File: config.mk
export PLATFORM = sky130hd
export DESIGN_NAME = cis_core
export DESIGN_NICKNAME = d
export VERILOG_FILES = /design/src/verilog/cis_pkg.sv /design/src/verilog/cis_sync_bank.sv /design/src/verilog/cis_core.sv
export SDC_FILE = /design/constraint.sdc
export NUM_CORES = 1
export LEC_CHECK = 0
export ABC_AREA = 1
export BUFFER_PORTS_ARGS = -buffer_cell sky130_fd_sc_hd__buf_4
export CAP_MARGIN = 40
export CORE_UTILIZATION = 45
export DETAILED_ROUTE_END_ITERATION = 8
export GPL_TIMING_DRIVEN = 1
export PLACE_DENSITY_LB_ADDON = 0.3
export SYNTH_ARGS = -nofsm -noshare
export SYNTH_HDL_FRONTEND = slang
export SYNTH_SLANG_ARGS = --single-unit
File: constraint.sdc
create_clock -name sys_clk -period 8.5 [get_ports sys_clk]
set_input_delay 1.7 -clock sys_clk [delete_from_list [all_inputs] [get_ports sys_clk]]
set_output_delay 1.7 -clock sys_clk [all_outputs]
set_load 0.01 [all_outputs]
File: src/verilog/cis_pkg.sv
package cis_pkg;
	// Instruction word and address widths.
	localparam int CIS_PC_W = 13;
	localparam int CIS_OP_W = 14;
	localparam int CIS_FA_W = 7;
	localparam int CIS_NUM_SRC = 14;
	localparam int CIS_NUM_PERIPH = CIS_NUM_SRC - 3;
	// Interrupt vector and reset vector.
	localparam logic [12:0] CIS_IRQ_VECTOR = 13'h0004;
	localparam logic [12:0] CIS_RESET_VECTOR = 13'h0000;
	// Control register bit positions.
	localparam int CIS_GIE_BIT = 7;
	localparam int CIS_PERIPHERAL_IRQ_MASTER_ENABLE_BIT = 6;
	localparam int CIS_T0IE_BIT = 5;
	localparam int CIS_INTE_BIT = 4;
	localparam int CIS_RBIE_BIT = 3;
	localparam int CIS_T0IF_BIT = 2;
	localparam int CIS_INTF_BIT = 1;
	localparam int CIS_RBIF_BIT = 0;
	localparam logic [7:0] CIS_CTRL_RESET = 8'h00;
	localparam logic [7:0] CIS_ZERO8 = 8'h00;
	localparam logic [7:0] CIS_ONE8 = 8'h01;
	// Call target layout.
	localparam int CIS_CALL_LO_W = 11;
	localparam int CIS_LATCH_HI = 4;
	localparam int CIS_LATCH_LO = 3;
	// Opcode encodings (whole 14-bit words, then high-bit prefixes of 7, 6 and 3 bits).
	localparam logic [13:0] CIS_OPC_RETURN = 14'h0008;
	localparam logic [13:0] CIS_OPC_RETURN_FROM_IRQ_OP = 14'h0009;
	localparam logic [13:0] CIS_OPC_SLEEP = 14'h0063;
	localparam logic [13:0] CIS_OPC_WATCHDOG_CLEAR_OP = 14'h0064;
	localparam logic [6:0] CIS_OPH_CLR = 7'h03;
	localparam logic [5:0] CIS_OPH_FILE_INVERT_OP = 6'h09;
	localparam logic [5:0] CIS_OPH_FILE_DECREMENT_OP = 6'h03;
	localparam logic [5:0] CIS_OPH_RRF = 6'h0C;
	localparam logic [5:0] CIS_OPH_RLF = 6'h0D;
	localparam logic [2:0] CIS_OPH_CALL = 3'h4;
	// Core sequencer states.
	typedef enum logic [1:0] {CIS_FETCH, CIS_SECOND, CIS_IRQ_SYNC, CIS_HALT} cis_state_t;
endpackage

File: src/verilog/cis_sync_bank.sv
`timescale 1ns/1ps
module cis_sync_bank
	import cis_pkg::*;
#(
	parameter int WIDTH = 3
) (
	input wire logic sys_clk,
	input wire logic rst,
	input wire logic [WIDTH-1:0] async_in,
	output logic [WIDTH-1:0] sync_out
);
	logic [WIDTH-1:0] meta_reg;
	logic [WIDTH-1:0] sync_reg;

	// Two-stage synchroniser per bit; only the second stage is visible.
	generate
		for (genvar i = 0; i < WIDTH; i++) begin : g_bit
			always_ff @(posedge sys_clk or posedge rst) begin
				if (rst) begin
					meta_reg[i] <= 1'b0;
					sync_reg[i] <= 1'b0;
				end else begin
					meta_reg[i] <= async_in[i];
					sync_reg[i] <= meta_reg[i];
				end
			end
		end
	endgenerate

	assign sync_out = sync_reg;
endmodule // cis_sync_bank

File: src/verilog/cis_core.sv
`timescale 1ns/1ps
module cis_core
	import cis_pkg::*;
(
	input wire logic sys_clk,
	input wire logic rst,
	input wire logic instr_valid,
	input wire logic [13:0] instr_word,
	input wire logic [7:0] file_rdata,
	input wire logic [12:0] stack_top,
	input wire logic [7:0] pc_high_latch,
	input wire logic carry_in,
	input wire logic edge_irq_pin,
	input wire logic port_change_evt,
	input wire logic timer_zero_ovf,
	input wire logic [10:0] periph_evt,
	input wire logic wake_evt,
	input wire logic ctrl_we,
	input wire logic [7:0] ctrl_wdata,
	input wire logic [10:0] periph_flag_clr,
	input wire logic [10:0] periph_enable_wdata,
	input wire logic periph_enable_we,
	output logic [12:0] pc,
	output logic fetch_req,
	output logic [6:0] file_addr,
	output logic file_we,
	output logic [7:0] file_wdata,
	output logic stack_push,
	output logic stack_pop,
	output logic [12:0] stack_push_data,
	output logic [7:0] w_reg_out,
	output logic zero_flag,
	output logic carry_flag,
	output logic zero_we,
	output logic carry_we,
	output logic timeout_status,
	output logic powerdown_status,
	output logic watchdog_clear,
	output logic asleep,
	output logic [7:0] irq_control_reg,
	output logic [10:0] periph_flags,
	output logic [10:0] periph_enables
);
	logic [2:0] ext_sync;
	logic edge_prev_reg;
	logic [7:0] ctrl_reg, ctrl_next;
	logic [10:0] pflag_reg, pflag_next;
	logic [10:0] pen_reg, pen_next;
	cis_state_t state_reg, state_next;
	logic [12:0] pc_reg, pc_next;
	logic [12:0] call_tgt_reg, call_tgt_next;
	logic [7:0] w_reg, w_next;
	logic z_reg, z_next, c_reg, c_next;
	logic to_reg, to_next, pd_reg, pd_next;
	logic [7:0] fdata_reg, fdata_next;
	logic [6:0] faddr_reg, faddr_next;
	logic fwe_reg, fwe_next, zwe_reg, zwe_next, cwe_reg, cwe_next;
	logic push_reg, push_next, pop_reg, pop_next, wdc_reg, wdc_next;
	logic [12:0] pdata_reg, pdata_next;
	logic irq_pending, periph_pending, edge_evt;
	logic [7:0] res;
	logic dest_file;

	// Pin-side events cross into the core clock before anything looks at them.
	cis_sync_bank #(.WIDTH(3)) u_sync (
		.sys_clk(sys_clk),
		.rst(rst),
		.async_in({edge_irq_pin, port_change_evt, timer_zero_ovf}),
		.sync_out(ext_sync)
	);

	// Rising edge of the synchronised pin raises the pin flag.
	always_ff @(posedge sys_clk or posedge rst) begin
		if (rst) begin
			edge_prev_reg <= 1'b0;
		end else begin
			edge_prev_reg <= ext_sync[2];
		end
	end
	assign edge_evt = ext_sync[2] & ~edge_prev_reg;

	// Request gating; peripheral sources also need the master enable.
	assign periph_pending = ctrl_reg[CIS_PERIPHERAL_IRQ_MASTER_ENABLE_BIT] & |(pflag_reg & pen_reg);
	assign irq_pending = ctrl_reg[CIS_GIE_BIT] & (periph_pending |
		(ctrl_reg[CIS_T0IE_BIT] & ctrl_reg[CIS_T0IF_BIT]) |
		(ctrl_reg[CIS_INTE_BIT] & ctrl_reg[CIS_INTF_BIT]) |
		(ctrl_reg[CIS_RBIE_BIT] & ctrl_reg[CIS_RBIF_BIT]));

	// Decode and sequencing; software writes lose against hardware sets in the same cycle.
	always_comb begin
		ctrl_next = ctrl_reg;
		pflag_next = pflag_reg & ~periph_flag_clr;
		pen_next = pen_reg;
		state_next = state_reg;
		pc_next = pc_reg;
		call_tgt_next = call_tgt_reg;
		w_next = w_reg;
		z_next = z_reg;
		c_next = c_reg;
		to_next = to_reg;
		pd_next = pd_reg;
		fdata_next = fdata_reg;
		faddr_next = instr_word[6:0];
		fwe_next = 1'b0;
		zwe_next = 1'b0;
		cwe_next = 1'b0;
		push_next = 1'b0;
		pop_next = 1'b0;
		wdc_next = 1'b0;
		pdata_next = pdata_reg;
		res = CIS_ZERO8;
		dest_file = instr_word[7];
		if (ctrl_we) begin
			ctrl_next = ctrl_wdata;
		end
		if (periph_enable_we) begin
			pen_next = periph_enable_wdata;
		end
		// Flags set on events irrespective of masks. is software's duty.
		if (ext_sync[0]) ctrl_next[CIS_T0IF_BIT] = 1'b1;
		if (edge_evt) ctrl_next[CIS_INTF_BIT] = 1'b1;
		if (ext_sync[1]) ctrl_next[CIS_RBIF_BIT] = 1'b1;
		pflag_next = pflag_next | periph_evt;
		case (state_reg)
			CIS_FETCH: begin
				if (irq_pending) begin
					// One dead cycle so the vector arrives four or five cycles after the pin, one more from CIS_SECOND or CIS_HALT.
					state_next = CIS_IRQ_SYNC;
				end else if (instr_valid) begin
					pc_next = pc_reg + 13'd1;
					if (instr_word == CIS_OPC_RETURN) begin
						pop_next = 1'b1;
						state_next = CIS_SECOND;
					end else if (instr_word == CIS_OPC_RETURN_FROM_IRQ_OP) begin
						pop_next = 1'b1;
						ctrl_next[CIS_GIE_BIT] = 1'b1;
						state_next = CIS_SECOND;
					end else if (instr_word == CIS_OPC_WATCHDOG_CLEAR_OP) begin
						wdc_next = 1'b1;
						to_next = 1'b1;
						pd_next = 1'b1;
					end else if (instr_word == CIS_OPC_SLEEP) begin
						wdc_next = 1'b1;
						to_next = 1'b1;
						pd_next = 1'b0;
						state_next = CIS_HALT;
					end else if (instr_word[13:11] == CIS_OPH_CALL) begin
						push_next = 1'b1;
						pdata_next = pc_reg + 13'd1;
						call_tgt_next = {pc_high_latch[CIS_LATCH_HI:CIS_LATCH_LO], instr_word[10:0]};
						state_next = CIS_SECOND;
					end else if (instr_word[13:7] == CIS_OPH_CLR) begin
						// Every operand, 0 included, names a file register, so indirect clears still land.
						fdata_next = CIS_ZERO8;
						fwe_next = 1'b1;
						z_next = 1'b1;
						zwe_next = 1'b1;
					end else if (instr_word[13:7] == {CIS_OPH_CLR[6:1], 1'b0} && instr_word[7] == 1'b0) begin
						w_next = CIS_ZERO8;
						z_next = 1'b1;
						zwe_next = 1'b1;
					end else if (instr_word[13:8] == CIS_OPH_FILE_INVERT_OP || instr_word[13:8] == CIS_OPH_FILE_DECREMENT_OP) begin
						res = (instr_word[13:8] == CIS_OPH_FILE_INVERT_OP) ? ~file_rdata : file_rdata - CIS_ONE8;
						z_next = (res == CIS_ZERO8);
						zwe_next = 1'b1;
						if (dest_file) begin
							fdata_next = res;
							fwe_next = 1'b1;
						end else begin
							w_next = res;
						end
					end else if (instr_word[13:8] == CIS_OPH_RLF || instr_word[13:8] == CIS_OPH_RRF) begin
						if (instr_word[13:8] == CIS_OPH_RLF) begin
							res = {file_rdata[6:0], c_reg};
							c_next = file_rdata[7];
						end else begin
							res = {c_reg, file_rdata[7:1]};
							c_next = file_rdata[0];
						end
						cwe_next = 1'b1;
						if (dest_file) begin
							fdata_next = res;
							fwe_next = 1'b1;
						end else begin
							w_next = res;
						end
					end
				end
			end
			CIS_SECOND: begin
				// Second cycle of call and returns loads the new program counter.
				pc_next = pop_reg ? stack_top : call_tgt_reg;
				state_next = CIS_FETCH;
			end
			CIS_IRQ_SYNC: begin
				ctrl_next[CIS_GIE_BIT] = 1'b0;
				push_next = 1'b1;
				pdata_next = pc_reg;
				pc_next = CIS_IRQ_VECTOR;
				state_next = CIS_FETCH;
			end
			CIS_HALT: begin
				// Halted in CIS_HALT; the wake line or a request with the global enable set resumes.
				if (wake_evt || irq_pending) begin
					state_next = CIS_FETCH;
				end
			end
			default: state_next = CIS_FETCH;
		endcase
	end

	// State registers; reset leaves the global enable clear.
	always_ff @(posedge sys_clk or posedge rst) begin
		if (rst) begin
			ctrl_reg <= CIS_CTRL_RESET;
			pflag_reg <= '0;
			pen_reg <= '0;
			state_reg <= CIS_FETCH;
			pc_reg <= CIS_RESET_VECTOR;
			call_tgt_reg <= CIS_RESET_VECTOR;
			w_reg <= CIS_ZERO8;
			z_reg <= 1'b0;
			c_reg <= 1'b0;
			to_reg <= 1'b1;
			pd_reg <= 1'b1;
			fdata_reg <= CIS_ZERO8;
			faddr_reg <= '0;
			fwe_reg <= 1'b0;
			zwe_reg <= 1'b0;
			cwe_reg <= 1'b0;
			push_reg <= 1'b0;
			pop_reg <= 1'b0;
			wdc_reg <= 1'b0;
			pdata_reg <= CIS_RESET_VECTOR;
		end else begin
			ctrl_reg <= ctrl_next;
			pflag_reg <= pflag_next;
			pen_reg <= pen_next;
			state_reg <= state_next;
			pc_reg <= pc_next;
			call_tgt_reg <= call_tgt_next;
			w_reg <= w_next;
			z_reg <= z_next;
			c_reg <= c_next;
			to_reg <= to_next;
			pd_reg <= pd_next;
			fdata_reg <= fdata_next;
			faddr_reg <= faddr_next;
			fwe_reg <= fwe_next;
			zwe_reg <= zwe_next;
			cwe_reg <= cwe_next;
			push_reg <= push_next;
			pop_reg <= pop_next;
			wdc_reg <= wdc_next;
			pdata_reg <= pdata_next;
		end
	end

	// Outputs come straight from registers except the fetch handshake and the asleep decode.
	assign fetch_req = (state_reg == CIS_FETCH) & ~irq_pending;
	assign pc = pc_reg;
	assign file_addr = faddr_reg;
	assign file_we = fwe_reg;
	assign file_wdata = fdata_reg;
	assign stack_push = push_reg;
	assign stack_pop = pop_reg;
	assign stack_push_data = pdata_reg;
	assign w_reg_out = w_reg;
	assign zero_flag = z_reg;
	assign carry_flag = c_reg;
	assign zero_we = zwe_reg;
	assign carry_we = cwe_reg;
	assign timeout_status = to_reg;
	assign powerdown_status = pd_reg;
	assign watchdog_clear = wdc_reg;
	assign asleep = (state_reg == CIS_HALT);
	assign irq_control_reg = ctrl_reg;
	assign periph_flags = pflag_reg;
	assign periph_enables = pen_reg;
	// carry_in is reserved for an external status source; the core keeps its own carry.
	logic unused_carry;
	assign unused_carry = carry_in;
endmodule // cis_core

==> flow_metrics.py, run 1 <==
metrics = {
    "outcome": {
        "status": "finished, final reports clean",
    },
    "power": {
        "p_int_mw": 1.127,
        "cellPowerDensity_mw_per_mm2": 239.1,
        "p_comb_frac": 0.351,
        "clockPowerShare": 0.228,
        "ir_drop_mv": 0.1341,
        "p_switching_mw": 0.6382,
        "leakage_nw": 3.843,
        "total_power_mw": 1.765,
        "seqPwrFrac": 0.421,
        "switching_share": 0.3615,
    },
    "synthesis": {
        "synth-edff-count": 0,
        "synth_fp_nets": 789,
        "yosysSeqAreaShare": 0.4875,
        "syn_inst": 687,
        "netlist_area_mm2": 0.005649,
        "synth_ff_type": "dfrtp_1",
        "synth_seq_cells": 110,
        "ys_types": 43,
        "synth_top_area_cell": "dfrtp_1",
        "post_synth.cell_area_avg_um2": 8.223,
        "netlist_top_cells_area": "dfrtp_1 48%, nand2_1 13%, o21ai_0 5.0%",
        "yosys.area.top_type_share": 0.4828,
        "synthArstFlopShare": 1.000,
        "yosys_warnings": 0,
    },
    "clock_tree": {
        "cts_buffers": 9,
        "cts_resized": 0,
        "cts-root-buf": "clkbuf_16",
        "clk_pin_slew_ns": 0.07,
        "cts_tree": "yes",
        "clock_path_buffers": 2,
        "cts_sinks": 110,
        "htree_levels": 3,
        "clk_latency_ns": 0.35,
        "holdBufCountCts": 0,
        "postCtsSetupRepairBufs": 0,
    },
    "worst_setup_path": {
        "crit_family": "simple AND/OR/NAND/NOR gates",
        "cpMaxStageDelayCell": "dfrtp_1",
        "regToRegEndpoint": "stack_push_data[1]",
        "cp.required_ns": 6.80,
        "crit_path_cell_trace": "nand2_1 > nand2_1 > nor2_1 > nand3_1 > nand2_1 > nand2_1 > nand2_2 > inv_1 > nor2_1 > buf_4",
        "cp_num_cells": 10,
        "arrival_ns": 1.97,
        "crit_type": "register to output port",
        "start_kind": "register",
        "slowest_delay_ns": 0.41,
        "ff2ff_setup_slack_ns": 5.51,
        "rr_startpoint": "state_reg[0]",
        "critPathCaptureType": "output port",
        "path_buf_inv": 2,
        "rr_worst_depth": 7,
        "crit_fanout": 13,
        "cp_common_cell": "nand2_1",
    },
    "sta": {
        "final-hold-violation-count": 0,
        "slew_violations": 0,
        "clock.fmax_mhz": 272.5,
        "fin_crit_ns": 3.670,
        "rsz0062_at_grt": "false",
        "setup-tns-final_ns": 0,
        "tightest_slew_ns": 0.8784,
        "clock-skew-final_ns": 0.007443,
        "finalSetupViolCount": 0,
        "timing.slew.headroom": 0.4128,
        "layout_worst_path_cycle_share": 0.4318,
        "final.hold.worst_slack_ns": 0.3508,
        "setup_ws_ns": 4.830,
    },
    "cells_and_area": {
        "nets": 955,
        "drive_gt1_frac": 0.2704,
        "diodes": 0,
        "utilization": 0.6097,
        "syn_to_final_growth_pct": 30.72,
    },
    "drt": {
        "final_antenna_net_count": 0,
        "wl_um": 14360,
        "avgViaCountPerCell": 4.965,
        "drtIter0Drc": 232,
        "vias": 5094,
        "detail_route.first_pass.iterations": 5,
        "post_drt_wl_per_cell_um": 13.99,
        "drcViolationCount": 0,
    },
    "hold_path": {
        "hp-class": "register to register",
        "hp-start": "u_sync.meta_reg[1]",
        "hold_depth": 0,
        "min_to": "u_sync.sync_out[1]",
    },
    "grt": {
        "grt-ovfl-total": 0,
        "grt_max_degree": 44,
        "grt_pass1_wl_um": 22910,
        "grt_pass1_vias": 4670,
        "grtUsageTotal": 0.2279,
        "antenna_found_initial": 0,
    },
    "placed_design": {
        "place_worst_setup_slack_ns": 4.994,
        "port_buffers": 176,
        "dp_hpwl_um": 11080,
        "gp_congestion": 0.8544,
    },
    "die": {
        "ios": 185,
        "core-area_mm2": 0.01211,
        "dieArea_mm2": 0.01301,
        "rows": 40,
        "die_x_um": 114.0,
        "initial_core_util": 0.4664,
        "die_y_um": 114.0,
    },
    "flow_run": {
        "maxCapViolations": 0,
    },
}
[final cells by class]
type                            count  area (um2)
Clock buffer                       10       239.0
Clock inverter                      6       45.04
Fill cell                        1111        4727
Inverter                           71       269.0
Multi-Input combinational cell    483        2519
Sequential cell                   110        2754
Tap cell                          168       210.2
Timing Repair Buffer              178        1349
[synth_stat cells (4+ instances only)]
master and count:
nand2_1 191, dfrtp_1 109, inv_1 68, o21ai_0 56, nor2_1 53, nand3_1 45
o21ai_1 17, a21oi_1 14, mux2_2 14, clkbuf_1 11, o21bai_1 11, buf_2 10
o211ai_1 9, ha_1 8, mux2i_1 7, xor2_1 7, nor3_1 6, a2bb2oi_1 5
o21ai_2 5, nand4_1 4, xnor2_1 4
[cell usage in the layout, fill, tap and decap left out, drive strengths merged, types with 11 or more instances in the layout]
master    n
dfrtp   109
o21ai    78
a21oi    14
mux2     14
nand3    46
buf     178
o21bai   11
inv      72
nor2     57
nand2   194
[worst max-delay path by stage]
stage                                    end  slack, ns               from
after floorplan              call_tgt_reg[0]       3.90                rst
after global placement    stack_push_data[2]       5.05     instr_word[11]
after detailed placement  stack_push_data[5]       4.99     instr_word[11]
after CTS                          fetch_req       4.83  periph_enables[5]
after global routing               fetch_req       4.63  periph_enables[5]
final                              fetch_req       4.83  periph_enables[5]
[metrics by stage]
| step | instances | cell area [um2] |
|---|---|---|
| floorplan | 687 | 5649 |
| global placement | 1009 | 7081 |
| detailed placement | 1010 | 7101 |
| CTS | 1026 | 7385 |
| global route | 1026 | 7385 |
| finish | 1026 | 7385 |
[cells by family after synthesis]
family,Yosys count,share of synthesized area
AOI/OAI and AO/OA,122,0.1271
xor gates and xnor gates,11,0.01705
adders and majority gates,8,0.01772
buffers and inverters,94,0.06667
DFF,110,0.4875
muxes,21,0.04031
other,1,0.0006638
and+or+nand+nor,320,0.2430
[worst reg2reg max path: cells and delay by family (launching register included)]
kind | cells | cell delay (ns)
AND/OR/NAND/NOR | 2 | 0.91
adder cells (fa/ha/maj) | 1 | 0.63
buffers and inverters | 2 | 0.48
flip-flops | 1 | 0.44
AO/OA/AOI/OAI | 2 | 0.39
[routing by layer]
metal / track usage / part of all wire
met5: 0 / 0
met4: 0.06234 / 0.013
met2: 0.3729 / 0.46
met3: 0.05579 / 0.070
met1: 0.3021 / 0.45
[power by group through the flow]
stage | registers (mW) | clock network, mW | logic [mW]
global route | 0.760 | 0.435 | 0.690
finish | 0.743 | 0.403 | 0.620
CTS | 0.743 | 0.413 | 0.623
detailed placement | 0.752 | 0 | 0.621
floorplan | 0.771 | 0 | 0.326
global placement | 0.748 | 0 | 0.608
Note: power is estimated with default switching activity, not from simulation.
==> run 2: changes to the inputs <==
--- a/config.mk
+++ b/config.mk
@@ -5,7 +5,7 @@
 export SDC_FILE = /design/constraint.sdc
 export NUM_CORES = 1
 export LEC_CHECK = 0
-export ABC_AREA = 1
+export ABC_AREA = 0
 export BUFFER_PORTS_ARGS = -buffer_cell sky130_fd_sc_hd__buf_4
 export CAP_MARGIN = 40
 export CORE_UTILIZATION = 45
==> constraint.sdc (replaced) <==
create_clock -name sys_clk -period 3.6 [get_ports sys_clk]
set_input_delay 0.72 -clock sys_clk [delete_from_list [all_inputs] [get_ports sys_clk]]
set_output_delay 0.72 -clock sys_clk [all_outputs]
set_load 0.01 [all_outputs]
==> run 2 against run 1 <==
  * Critical path depth fell by 4
  * Worst setup slack got worse by 4.0 ns
  * Via count fell by 11%
  * First-iteration DRC count rose by 13%
  * Utilization rose by 0.76 points
  * Register-to-register slack got worse by 4.6 ns
  * Wire length fell by 1.2%
  * Synthesized area fell by 2.9%
  * Synthesized cell count fell by 25%
  * Sequential power rose by 150%
  * Sequential share of layout area rose by 0.96 points
  * Highest routed layer unchanged
==> flow_metrics.py, run 2 <==
metrics = {
    "clock_tree": {
        "cts_tree": "yes",
        "clock_path_buffers": 2,
        "cts_resized": 0,
        "cts_sinks": 110,
        "clk_latency_ns": 0.35,
        "clk_pin_slew_ns": 0.07,
        "cts-root-buf": "clkbuf_16",
        "htree_levels": 3,
        "cts_buffers": 9,
        "holdBufCountCts": 0,
        "postCtsSetupRepairBufs": 0,
    },
    "sta": {
        "fin_crit_ns": 2.813,
        "slew_violations": 0,
        "layout_worst_path_cycle_share": 0.7815,
        "finalSetupViolCount": 0,
        "clock-skew-final_ns": 0.01209,
        "setup-tns-final_ns": 0,
        "final.hold.worst_slack_ns": 0.3490,
        "timing.slew.headroom": 0.4778,
        "rsz0062_at_grt": "false",
        "tightest_slew_ns": 0.7833,
        "final-hold-violation-count": 0,
        "clock.fmax_mhz": 355.5,
    },
    "synthesis": {
        "netlist_top_cells_area": "dfrtp_1 50%, mux2_2 9.4%, mux2i_1 3.5%",
        "synth_fp_nets": 619,
        "ys_top_cells_by_count": "109 x dfrtp_1, 46 x mux2_2, 45 x nand2_1",
        "synth_top_area_cell": "dfrtp_1",
        "netlist_area_mm2": 0.005488,
        "yosysSeqAreaShare": 0.5018,
        "synth_ff_type": "dfrtp_1",
        "yosysMostFrequentCell": "dfrtp_1",
        "yosys.area.top_type_share": 0.4970,
        "post_synth.cell_area_avg_um2": 10.61,
        "ys_types": 62,
        "synth-edff-count": 0,
        "syn_inst": 517,
        "yosys_warnings": 0,
        "synthArstFlopShare": 1.000,
        "synth_seq_cells": 110,
    },
    "worst_setup_path": {
        "crit_fanout": 6,
        "cp.required_ns": 2.88,
        "crit_family": "simple AND/OR/NAND/NOR gates",
        "path_buf_inv": 1,
        "crit_type": "register to output port",
        "critPathCaptureType": "output port",
        "arrival_ns": 2.09,
        "crit_path_cell_trace": "a222oi_1 > nand2_1 > nor3_4 > nor2_1 > nor2_1 > buf_4",
        "slowest_delay_ns": 0.46,
        "cp_common_cell": "nor2_1",
        "cpMaxStageDelayCell": "a222oi_1",
        "start_kind": "register",
    },
    "placed_design": {
        "gp_congestion": 0.8838,
        "port_buffers": 176,
        "dp_hpwl_um": 10460,
        "dp_cells": 808,
    },
    "cells_and_area": {
        "drive_gt1_frac": 0.3697,
        "mostFrequentLayoutCells": "177 x buf_4, 109 x dfrtp_1, 46 x mux2_2",
        "diodes": 0,
        "final_cells": 822,
        "nets": 778,
        "syn_to_final_growth_pct": 31.19,
        "final_common_cell": "buf_4",
    },
    "drt": {
        "drtIter0Drc": 261,
        "vias": 4515,
        "drcViolationCount": 0,
        "detail_route.first_pass.iterations": 5,
        "avgViaCountPerCell": 5.493,
        "post_drt_wl_per_cell_um": 17.26,
        "wl_um": 14190,
        "final_antenna_net_count": 0,
    },
    "hold_path": {
        "hp-class": "register to register",
    },
    "grt": {
        "grtUsageTotal": 0.2294,
        "grt_pass1_wl_um": 22580,
        "antenna_found_initial": 0,
        "grt_pass1_vias": 4454,
        "grt_max_degree": 111,
        "grt-ovfl-total": 0,
    },
    "die": {
        "ios": 185,
        "die_y_um": 112.4,
        "initial_core_util": 0.4706,
        "rows": 39,
        "dieArea_mm2": 0.01264,
        "core-area_mm2": 0.01166,
        "die_x_um": 112.4,
    },
    "power": {
        "leakage_nw": 3.453,
        "cellPowerDensity_mw_per_mm2": 631.7,
        "ir_drop_mv": 0.3246,
    },
    "flow_run": {
        "maxCapViolations": 0,
    },
    "outcome": {
        "status": "finished, final reports clean",
    },
}
run 2: cell count changes in the layout (fill, tap and decap cells not counted), sizes merged, moves of 11 or more:
cell    change
o21ai      -44
o31ai      +17
a21o       +11
nand2     -149
nor2       -20
nand3      -32
mux2       +32
inv        -48
mux2i      +12
o21bai     -11
run 2: layout make-up:
class,count,area [um2]
inverters,24,93.84
multi-input cells,353,2512
well taps,143,178.9
flip-flops and latches,110,2754
clock inverters,3,68.82
fillers,978,4463
clock buffers,11,242.7
repair buffers,178,1349
run 2: cells by family (layout without fill, tap and decap cells):
group           count (synthesis)  after routing  share of synthesized area
simple gates                  142            142                     0.1318
compound gates                117            117                     0.1461
flops                         110            110                     0.5018
mux                            65             65                     0.1290
buf+inv                        54            216                    0.04036
xor+xnor                       20             20                    0.03192
fa+ha+maj                       8              8                    0.01824
other cells                     1              1                  0.0006833
run 2: through the flow:
| step | worst slack, ns | util | total power, mW | area [um2] |
|---|---|---|---|---|
| floorplan | 1.203 | - | 2.821 | 5492 |
| CTS | 0.7439 | 0.6173 | 4.587 | 7199 |
| global placement | 0.8971 | 0.5906 | 3.441 | 6888 |
| finish | 0.7868 | 0.6173 | 4.548 | 7199 |
| detailed placement | 0.8267 | 0.5906 | 3.507 | 6888 |
| global route | 0.6349 | 0.6173 | 4.826 | 7199 |
run 2: routing by layer:
layer,vias up,GRT usage,share of wire
met4,0,0.07289,0.019
met2,168,0.3839,0.50
met1,2182,0.2912,0.42
li1,2147,-,-
met3,18,0.06048,0.061
met5,-,0,0
run 2: worst paths after layout:
path                                    start                 end  slack, ns  cells after the start
max                        irq_control_reg[3]           fetch_req       0.79                      6
max reg2reg                irq_control_reg[3]  stack_push_data[7]       0.87                      6
min                        u_sync.meta_reg[2]  u_sync.sync_out[2]       0.35                      0
min in group asynchronous                 rst     periph_flags[9]       0.51                      3
max in group asynchronous                 rst        file_addr[5]       2.62                      3
min reg2reg                u_sync.meta_reg[2]  u_sync.sync_out[2]       0.35                      0
run 2: where the power goes:
part           switching [mW]  internal, mW
Clock                   0.429         0.624
Sequential              0.288          1.55
Combinational           0.813         0.846
